**config.mk**
```make
export PLATFORM = sky130hd
export DESIGN_NAME = aps_top
export DESIGN_NICKNAME = d
export VERILOG_FILES = /design/src/hw/aps_quantizer.v /design/src/hw/aps_top.v
export VERILOG_INCLUDE_DIRS = /design/src /design/src/hw
export SDC_FILE = /design/constraint.sdc
export NUM_CORES = 1
export LEC_CHECK = 0
export BUFFER_PORTS_ARGS = -buffer_cell sky130_fd_sc_hd__buf_2
export CORE_MARGIN = 2
export CORE_UTILIZATION = 54
export CTS_CLUSTER_SIZE = 12
export DETAILED_ROUTE_END_ITERATION = 12
export GPL_TIMING_DRIVEN = 0
export PLACE_DENSITY = 0.83
export SYNTH_ARGS = -nofsm -noshare
export SYNTH_HDL_FRONTEND = slang
export SYNTH_HIERARCHICAL = 1
export SYNTH_SLANG_ARGS = --single-unit
```
**constraint.sdc**
```tcl
create_clock -name core_clk -period 1.6 [get_ports core_clk]
set_input_delay 0.08 -clock core_clk [delete_from_list [all_inputs] [get_ports core_clk]]
set_output_delay 0.08 -clock core_clk [all_outputs]
set_load 0.005 [all_outputs]
```
**src/hw/aps_defs.vh**
```
`ifndef APS_DEFS_VH
`define APS_DEFS_VH

// ----------------------------------------------------------------------------
// Sample format
// ----------------------------------------------------------------------------
`define APS_CODE_W        12
`define APS_CODE_MAX      12'hfff
`define APS_CODE_ZERO     12'h000
`define APS_OVR_RST       1'b0

// ----------------------------------------------------------------------------
// Analog input as a signed two's complement word from the front end.
// ----------------------------------------------------------------------------
`define APS_IN_W          14
`define APS_OFFSET        14'h0800
`define APS_IN_HI         14'h0fff
`define APS_IN_OVR        14'h1000

// ----------------------------------------------------------------------------
// Clock high width limits on the conversion clock input
// ----------------------------------------------------------------------------
`define APS_CLK_PERIOD_NS 8
`define APS_HIGH_MIN_NS   15
`define APS_HIGH_MAX_NS   300
// Shortest and longest legal high phase in core clock cycles, sized to the
// phase counter: 15 ns rounds up and 300 ns rounds down on the 8 ns clock.
`define APS_HIGH_MIN_CYC  6'h02
`define APS_HIGH_MAX_CYC  6'h25
`define APS_CNT_W         6

`endif

```
**src/hw/aps_quantizer.v**
```verilog
`timescale 1ns/100ps
`include "aps_defs.vh"

// ----------------------------------------------------------------------------
// Maps a signed input word to a straight binary code and overrange flag.
// ----------------------------------------------------------------------------
module aps_quantizer (
  input  wire [`APS_IN_W-1:0]   analog_sample_input,
  output reg  [`APS_CODE_W-1:0] code,
  output reg                    over
);

  reg [`APS_IN_W-1:0] shifted;

  always @* begin
    shifted = analog_sample_input + `APS_OFFSET;
    over    = 1'b0;
    code    = `APS_CODE_ZERO;
    if (analog_sample_input[`APS_IN_W-1]) begin
      if (!shifted[`APS_IN_W-1]) begin
        code = shifted[`APS_CODE_W-1:0];
      end
    end else if (shifted >= `APS_IN_OVR) begin
      over = 1'b1;
      code = `APS_CODE_MAX;
    end else begin
      code = shifted[`APS_CODE_W-1:0];
    end
  end

endmodule // aps_quantizer

```
**src/hw/aps_top.v**
```verilog
`timescale 1ns/100ps
`include "aps_defs.vh"

module aps_top (
  input  wire                   core_clk,
  input  wire                   rst,
  input  wire                   conv_clk,
  input  wire [`APS_IN_W-1:0]   analog_sample_input,
  output reg  [`APS_CODE_W-1:0] sample_code_bits,
  output reg                    overrange_flag,
  output reg                    clock_high_width_err
);

  // --------------------------------------------------------------------------
  // Local constants
  // --------------------------------------------------------------------------
  // Phase of the conversion clock as seen on core_clk.
  localparam [1:0]            PH_LOW   = 2'h0;
  localparam [1:0]            PH_HIGH  = 2'h1;
  localparam [1:0]            PH_LONG  = 2'h2;
  localparam [`APS_CNT_W-1:0] CNT_ZERO = {`APS_CNT_W{1'b0}};
  localparam [`APS_CNT_W-1:0] CNT_ONE  = {{(`APS_CNT_W-1){1'b0}}, 1'b1};
  localparam [`APS_CNT_W-1:0] CNT_TOP  = {`APS_CNT_W{1'b1}};

  // --------------------------------------------------------------------------
  // Declarations
  // --------------------------------------------------------------------------
  reg                    conv_q;
  reg                    conv_d;
  wire                   rise;
  wire                   fall;
  wire [`APS_CODE_W-1:0] q_code;
  wire                   q_over;
  reg  [`APS_CODE_W-1:0] samp_code_q;
  reg  [`APS_CODE_W-1:0] samp_code_d;
  reg                    samp_over_q;
  reg                    samp_over_d;
  reg  [`APS_CODE_W-1:0] out_code_d;
  reg                    out_over_d;
  reg  [1:0]             ph_q;
  reg  [1:0]             ph_d;
  reg  [`APS_CNT_W-1:0]  high_cnt_q;
  reg  [`APS_CNT_W-1:0]  high_cnt_d;
  reg                    err_d;

  // --------------------------------------------------------------------------
  // Counter helpers
  // --------------------------------------------------------------------------
  // Counts up by one and sticks at the top value, so a stuck-high clock
  // never wraps back into the legal range.
  function [`APS_CNT_W-1:0] cnt_step;
    input [`APS_CNT_W-1:0] cnt;
    begin
      if (cnt == CNT_TOP) begin
        cnt_step = CNT_TOP;
      end else begin
        cnt_step = cnt + CNT_ONE;
      end
    end
  endfunction

  // True once a high phase has lasted past the longest legal width.
  function cnt_is_long;
    input [`APS_CNT_W-1:0] cnt;
    begin
      cnt_is_long = (cnt >= `APS_HIGH_MAX_CYC);
    end
  endfunction

  // True while a high phase is still shorter than the shortest legal width.
  function cnt_is_short;
    input [`APS_CNT_W-1:0] cnt;
    begin
      cnt_is_short = (cnt < `APS_HIGH_MIN_CYC);
    end
  endfunction

  // True in either of the high phase states.
  function ph_is_high;
    input [1:0] ph;
    begin
      ph_is_high = (ph == PH_HIGH) || (ph == PH_LONG);
    end
  endfunction

  // --------------------------------------------------------------------------
  // Conversion clock edge detection
  // --------------------------------------------------------------------------
  // The detector resets low, so a clock that is already high when reset
  // lifts gives one rise at the first edge after release.
  assign rise = conv_clk & ~conv_q;
  assign fall = ~conv_clk & conv_q;

  always @* begin
    conv_d = conv_clk;
  end

  always @(posedge core_clk) begin
    if (rst) begin
      conv_q <= 1'b0;
    end else begin
      conv_q <= conv_d;
    end
  end

  // --------------------------------------------------------------------------
  // Quantizer
  // --------------------------------------------------------------------------
  aps_quantizer u_quant (
    .analog_sample_input (analog_sample_input),
    .code                (q_code),
    .over                (q_over)
  );

  // --------------------------------------------------------------------------
  // Sample pipeline
  // --------------------------------------------------------------------------
  // The held sample moves to the pins at the next rise, so the word seen after
  // each rise belongs to the rise before it, except the first rise after reset, which shows the zero reset word.
  always @* begin
    samp_code_d = samp_code_q;
    samp_over_d = samp_over_q;
    out_code_d  = sample_code_bits;
    out_over_d  = overrange_flag;
    if (rise) begin
      samp_code_d = q_code;
      samp_over_d = q_over;
      out_code_d  = samp_code_q;
      out_over_d  = samp_over_q;
    end
  end

  always @(posedge core_clk) begin
    if (rst) begin
      samp_code_q      <= `APS_CODE_ZERO;
      samp_over_q      <= `APS_OVR_RST;
      sample_code_bits <= `APS_CODE_ZERO;
      overrange_flag   <= `APS_OVR_RST;
    end else begin
      samp_code_q      <= samp_code_d;
      samp_over_q      <= samp_over_d;
      sample_code_bits <= out_code_d;
      overrange_flag   <= out_over_d;
    end
  end

  // --------------------------------------------------------------------------
  // Conversion clock phase tracking
  // --------------------------------------------------------------------------
  // The long state marks a high phase that has already outlasted the legal
  // width, so the counter stops and the violation is reported once.
  always @* begin
    ph_d = ph_q;
    case (ph_q)
      PH_LOW: begin
        if (rise) begin
          ph_d = PH_HIGH;
        end
      end
      PH_HIGH: begin
        if (!conv_clk) begin
          ph_d = PH_LOW;
        end else if (cnt_is_long(high_cnt_q)) begin
          ph_d = PH_LONG;
        end
      end
      PH_LONG: begin
        if (!conv_clk) begin
          ph_d = PH_LOW;
        end
      end
      default: begin
        ph_d = PH_LOW;
      end
    endcase
  end

  always @(posedge core_clk) begin
    if (rst) begin
      ph_q <= PH_LOW;
    end else begin
      ph_q <= ph_d;
    end
  end

  // --------------------------------------------------------------------------
  // Clock high width monitor
  // --------------------------------------------------------------------------
  // The far side owns this timing; the flag only reports a violation and
  // clears itself at the next rise.
  always @* begin
    high_cnt_d = high_cnt_q;
    err_d      = clock_high_width_err;
    if (rise) begin
      high_cnt_d = CNT_ONE;
      err_d      = 1'b0;
    end else if (conv_clk && (ph_q == PH_HIGH)) begin
      high_cnt_d = cnt_step(high_cnt_q);
      if (cnt_is_long(high_cnt_q)) begin
        err_d = 1'b1;
      end
    end else if (fall && ph_is_high(ph_q) && cnt_is_short(high_cnt_q)) begin
      err_d = 1'b1;
    end
  end

  always @(posedge core_clk) begin
    if (rst) begin
      high_cnt_q           <= CNT_ZERO;
      clock_high_width_err <= 1'b0;
    end else begin
      high_cnt_q           <= high_cnt_d;
      clock_high_width_err <= err_d;
    end
  end

endmodule // aps_top
```
==> flow_summary.toml, run 1 <==
[detailed_routing]
wl_mm = 3.44
final_antenna_net_count = 0
drcViolationCount = 0
wl_per_cell_um = 12.0
vias_per_cell = 5.32
dr.pass1.iters = 4
vias = 1521
initialDrtViolationCount = 60

[timing]
skew_ns = 0.00743
hold_violations = 0
maxSlewHeadroom = 0.651
period_share = 0.906
fmax_mhz = 690
tns_ns = 0
period_minus_slack_ns = 1.45
finalSetupViolations = 0
rsz0062_at_grt = "false"
worst_pin_slew_ns = 0.524
finalMaxSlewViolations = 0

[grt]
overflow = 0
grt_max_degree = 11
grt_pass1_vias = 1269
grt_pass1_wl_mm = 5.59
antenna_found_initial = 0
track_usage = 0.206

[clock_network]
cts_root_buf = "clkbuf_4"
clk_latency_ns = 0.34
cts_made_buffers = 5
cts-htree-levels = 2
cts_tree = "done"
cts_setup_buffers = 0
cts_resized = 0
clock_sinks = 36
cts_buffer_depth = 2
clk_pin_slew_ns = 0.11
hold_buffers = 0

[setup_path]
cp-start-kind = "register"
cp.required_ns = 1.84
critPathCaptureType = "register"
reg2reg_depth = 6
crit_path_cell_trace = "inv_1 > ha_1 > nor2b_1 > o21ai_1 > a221oi_1 > nor2_1"
crit_path_max_incr_delay_ns = 0.41
path_class = "register to register"
critPathSlowestCell = "dfxtp_1"
critical_path_arrival_ns = 1.69
path_max_fanout = 5

[synthesis]
ys_seq_area_frac = 0.430
yosys.area.top_type = "dfxtp_1"
synth_ff_type = "dfxtp_1"
yosysWarningCount = 6
yosys-top-cells-area = "dfxtp_1 (43%), nand2_1 (13%), a21oi_1 (11%)"
synth_enable_flop_cells = 0
yosysMostFrequentCell = "nand2_1"
netlist_area_sq_mm = 0.00168
synth-async-reset-ratio = 0
netlist_instances = 215
ys_types = 33
syn_avg_cell_area_sq_um = 7.79
synth_top_cell_area_share = 0.430
ys_seq_elements = 36
synthTopCellsByCount = "nand2_1 (60), a21oi_1 (37), dfxtp_1 (36)"
syn_nets = 240

[power_and_ir_drop]
irDropWorstVdd_v = 0.000538
finalPower_uw = 1710
p_leak_uw = 0.000787
powerDensity_mw_per_mm2 = 888

[die]
rows = 20
die-area_sq_mm = 0.00356
die_h_um = 59.7
die_x_um = 59.7
core_area_sq_mm = 0.00300
ios = 31
initial_core_util = 0.558

[layout]
regArea_sq_um = 721
multiInputGateArea_sq_um = 851
drive_above_1_share = 0.198
area_delta_synth_final_pct = 14.9
fill_cells = 288
diodes = 0
fin_util = 0.641
nNetsFinal = 277

[place]
place_congestion = 0.787
dp_hpwl_mm = 2.41
portBuffers = 30

[outcome]
status = "completed"

[min_path]
whs_path_depth = 4
hp-class = "input pin to register"

[run]
maxCapViolCount = 0
layer usage:
layer	track usage	share of wire	vias to the layer above
li1	-	-	789
met1	0.272	0.50	698
met2	0.334	0.45	28
met3	0.0584	0.038	6
met4	0.0476	0.010	0
met5	0	0	-
where the power goes:
part / total, uW / switching [uW] / internal (uW)
Clock: 504 / 287 / 217
Sequential: 954 / 21.3 / 933
Combinational: 252 / 147 / 105
metrics by stage:
stage / cells / setup WS, ns / instance area (sq um) / hold WS [ns]
after floorplan: 215 / 0.301 / 1680 / 0.208
after global routing: 286 / 0.0289 / 1930 / 0.0449
after detailed placement: 278 / 0.158 / 1870 / 0.392
after CTS: 286 / 0.130 / 1930 / 0.0246
after global placement: 278 / 0.206 / 1870 / 0.397
final: 286 / 0.150 / 1930 / 0.0413
area by class of cell:
| cell class | count | area share |
|---|---|---|
| Buffer | 11 | 0.0325 |
| Clock buffer | 8 | 0.0305 |
| Inverter | 11 | 0.0214 |
| Multi-Input combinational cell | 157 | 0.442 |
| Sequential cell | 36 | 0.374 |
| Tap cell | 33 | 0.0214 |
| Timing Repair Buffer | 30 | 0.0780 |
state kept, by name (all words and copies together), names as in the netlist:
| register | count |
|---|---|
| ph_q | 2 |
| conv_q | 1 |
| sample_code_bits | 12 |
| high_cnt_q | 6 |
| samp_over_q | 1 |
| overrange_flag | 1 |
| samp_code_q | 12 |
| clock_high_width_err | 1 |
final timing paths:
path	startpoint	to	slack, ns
setup reg to reg	high_cnt_q[1]	clock_high_width_err	0.15
setup / recovery	high_cnt_q[1]	clock_high_width_err	0.15
hold reg to reg	samp_code_q[6]	sample_code_bits[6]	0.45
hold / removal	analog_sample_input[11]	samp_code_q[11]	0.04
kinds of logic after synthesis:
| kind of cell | after synthesis | share of synthesized area |
|---|---|---|
| buffers and inverters | 22 | 0.0620 |
| and+or+nand+nor | 90 | 0.232 |
| xor gates and xnor gates | 2 | 0.0105 |
| DFF | 36 | 0.430 |
| AOI/OAI and AO/OA | 56 | 0.199 |
| adders and majority gates | 8 | 0.0597 |
| muxes | 1 | 0.00597 |
layout by cell type (no fill, tap or decap), drive strengths merged, types with 2 or more instances in the layout:
cell and n:
nand2 60, buf 38, a21oi 37, dfxtp 36, inv 11, nor2 11, clkbuf 11, ha 8
nor3 7, a21boi 5, nor2b 3, nand3 3, a31oi 3, a211oi 3, o21ai 3, nand2b 2
nor4b 2, xnor2 2
worst max-delay path: cells and delay by family (launching register included):
family	cells	cell delay, ns
flops	1	0.41
fa+ha+maj	1	0.18
compound gates	2	0.41
simple gates	2	0.27
buf+inv	1	0.08
Note: power is estimated with default switching activity, not from simulation.
==> run 2, diff against run 1 <==
--- a/config.mk
+++ b/config.mk
@@ -8,11 +8,11 @@
 export LEC_CHECK = 0
 export BUFFER_PORTS_ARGS = -buffer_cell sky130_fd_sc_hd__buf_2
 export CORE_MARGIN = 2
-export CORE_UTILIZATION = 54
+export CORE_UTILIZATION = 49
 export CTS_CLUSTER_SIZE = 12
 export DETAILED_ROUTE_END_ITERATION = 12
 export GPL_TIMING_DRIVEN = 0
-export PLACE_DENSITY = 0.83
+export PLACE_DENSITY = 0.8
 export SYNTH_ARGS = -nofsm -noshare
 export SYNTH_HDL_FRONTEND = slang
 export SYNTH_HIERARCHICAL = 1
==> constraint.sdc (replaced) <==
create_clock -name core_clk -period 1.2 [get_ports core_clk]
set_input_delay 0.06 -clock core_clk [delete_from_list [all_inputs] [get_ports core_clk]]
set_output_delay 0.06 -clock core_clk [all_outputs]
set_load 0.005 [all_outputs]
==> run 2 against run 1 <==
The run now ends with setup timing left. First-iteration DRC count increased by 70%. Final cell count grew 8.7%. Sequential share of layout area fell by 4.9 points. Critical endpoint unchanged. Worst setup slack worse by 0.24 ns. Hold slack worse by 0.028 ns. Cell area rose by 17%.
==> flow_summary.toml, run 2 (synthesis gave the netlist of run 1 again) <==
[grt]
grt_pass1_vias = 1552
antenna_found_initial = 0
overflow = 0
grt_pass1_wl_mm = 7.13
grt_max_degree = 11
track_usage = 0.231

[detailed_routing]
vias_per_cell = 5.25
wl_per_cell_um = 13.5
wl_mm = 4.19
met2RoutedLength_mm = 2.12
met1_length_mm = 1.71
vias = 1633
top_layer = "met4"
drcViolationCount = 0
final_antenna_net_count = 0
dr.pass1.iters = 4
initialDrtViolationCount = 102
route.met3.wl_um = 255

[setup_path]
path_max_fanout = 3
crit_path_cell_trace = "inv_2 > ha_2 > nor2b_4 > o21ai_2 > a221oi_2 > nor2_1"
crit_path_max_incr_delay_ns = 0.37
critical_path_arrival_ns = 1.53
path_buf_inv = 1
crit_family = "flip-flops"
cp-start-kind = "register"
reg2reg_depth = 6
crit_start = "high_cnt_q[1]"
ff2ff_setup_slack_ns = -0.09
critPathCaptureType = "register"
critPathSlowestCell = "dfxtp_2"
r2r_end = "clock_high_width_err"
r2r_start = "high_cnt_q[1]"
path_class = "register to register"
cp.required_ns = 1.44

[layout]
area_delta_synth_final_pct = 34.0
diodes = 0
final_area_sq_mm = 0.00224
layout_common_cells = "nand2_1 (58), a21oi_1 (34), dfxtp_1 (30), buf_2 (30), buf_4 (15)"
drive_above_1_share = 0.366
reg.largest.list = "samp_code_q: 12 flops, sample_code_bits: 12 flops, high_cnt_q: 6 flops"
layout_commonest_cell = "nand2_1"
nNetsFinal = 289

[clock_network]
cts_root_buf = "clkbuf_4"
cts_made_buffers = 5
cts_buffer_depth = 2
clock_sinks = 36
cts_tree = "done"
cts-htree-levels = 2
clk_pin_slew_ns = 0.10
clk_latency_ns = 0.34

[min_path]
whs_path_depth = 4
hp-class = "input pin to register"
hold-path-endpoint = "samp_code_q[11]"
min-delay-start = "analog_sample_input[11]"

[power_and_ir_drop]
p_seq_frac = 0.524
p_sw_frac = 0.277
p_clk_frac = 0.279
powerDensity_mw_per_mm2 = 1090
p_int_uw = 1770
finalPower_uw = 2440
irDropWorstVdd_v = 0.000645
p_sw_uw = 676
p_leak_uw = 0.000918
pwr-share-comb = 0.198

[outcome]
status = "finished with violations"
violations = "setup timing"

[place]
place_congestion = 0.802
dpl_cell_area_sq_mm = 0.00192
dp_hpwl_mm = 2.60
portBuffers = 30
place_ws_ns = -0.124

[timing]
finalSetupViolations = 8
setup_ws_ns = -0.0899
rsz0062_at_grt = "true"
fmax_mhz = 775
skew_ns = 0.00432
period_share = 1.07
hold_violations = 0
finalMaxSlewViolations = 0
period_minus_slack_ns = 1.29
tns_ns = -0.397
worst_pin_slew_ns = 0.522
maxSlewHeadroom = 0.652

[die]
rows = 21
die_x_um = 62.5
ios = 31
initial_core_util = 0.506
die_h_um = 62.5
die-area_sq_mm = 0.00390
core_area_sq_mm = 0.00331

[run]
maxCapViolCount = 0
[run 2: cell count changes in the layout (fill, tap and decap cells not counted), sizes merged]
cell / before / now
buf: 38 / 49
clkbuf: 11 / 12
[run 2: metal layers]
| layer | track usage | up-vias |
|---|---|---|
| met1 | 0.271 | 739 |
| met2 | 0.402 | 67 |
| li1 | - | 813 |
| met3 | 0.0649 | 14 |
| met5 | 0 | - |
| met4 | 0.0806 | 0 |
[run 2: timing repair]
action | in CTS | in global routing
setup endpoints to repair | 28 | 29
hold buffers | 0 | 0
pin swaps | 13 | 6
gates resized for setup | 26 | 18
setup buffers | 12 | 1
[run 2: worst max-delay path by stage]
stage / end / slack [ns] / cells after the start
5_1_grt: high_cnt_q[0] / -0.16 / 6
3_3_place_gp: ph_q[0] / -0.10 / 7
3_5_place_dp: ph_q[1] / -0.12 / 6
2_1_floorplan: clock_high_width_err / -0.004 / 6
6_report: clock_high_width_err / -0.09 / 6
4_1_cts: high_cnt_q[5] / -0.04 / 6
[run 2: final cells by class]
type | count | area [sq um]
Clock buffer | 8 | 58.8
Buffer | 10 | 75.1
Fill cell | 303 | 1070
Tap cell | 46 | 57.6
Sequential cell | 36 | 731
Timing Repair Buffer | 43 | 251
Inverter | 11 | 43.8
Multi-Input combinational cell | 157 | 1030
[run 2: stage by stage]
step | util | hold slack [ns] | std cells
after detailed placement | 0.580 | 0.378 | 291
after CTS | 0.655 | 0.00686 | 310
after global placement | 0.580 | 0.373 | 291
after floorplan | - | 0.188 | 215
after global routing | 0.678 | 0.0223 | 311
final | 0.678 | 0.0135 | 311
[run 2: worst min-delay path, cell delays in order]
cell and delay [ns]:
buf_2 0.09, a21oi_1 0.05, nand2_1 0.06, a21oi_1 0.05
[run 2: power by group through the flow]
stage          clock network, uW  registers [uW]  logic (uW)
2_1_floorplan                  0            1300         250
3_3_place_gp                   0            1300         345
3_5_place_dp                   0            1310         353
4_1_cts                      694            1280         443
5_1_grt                      778            1290         532
6_report                     680            1280         482
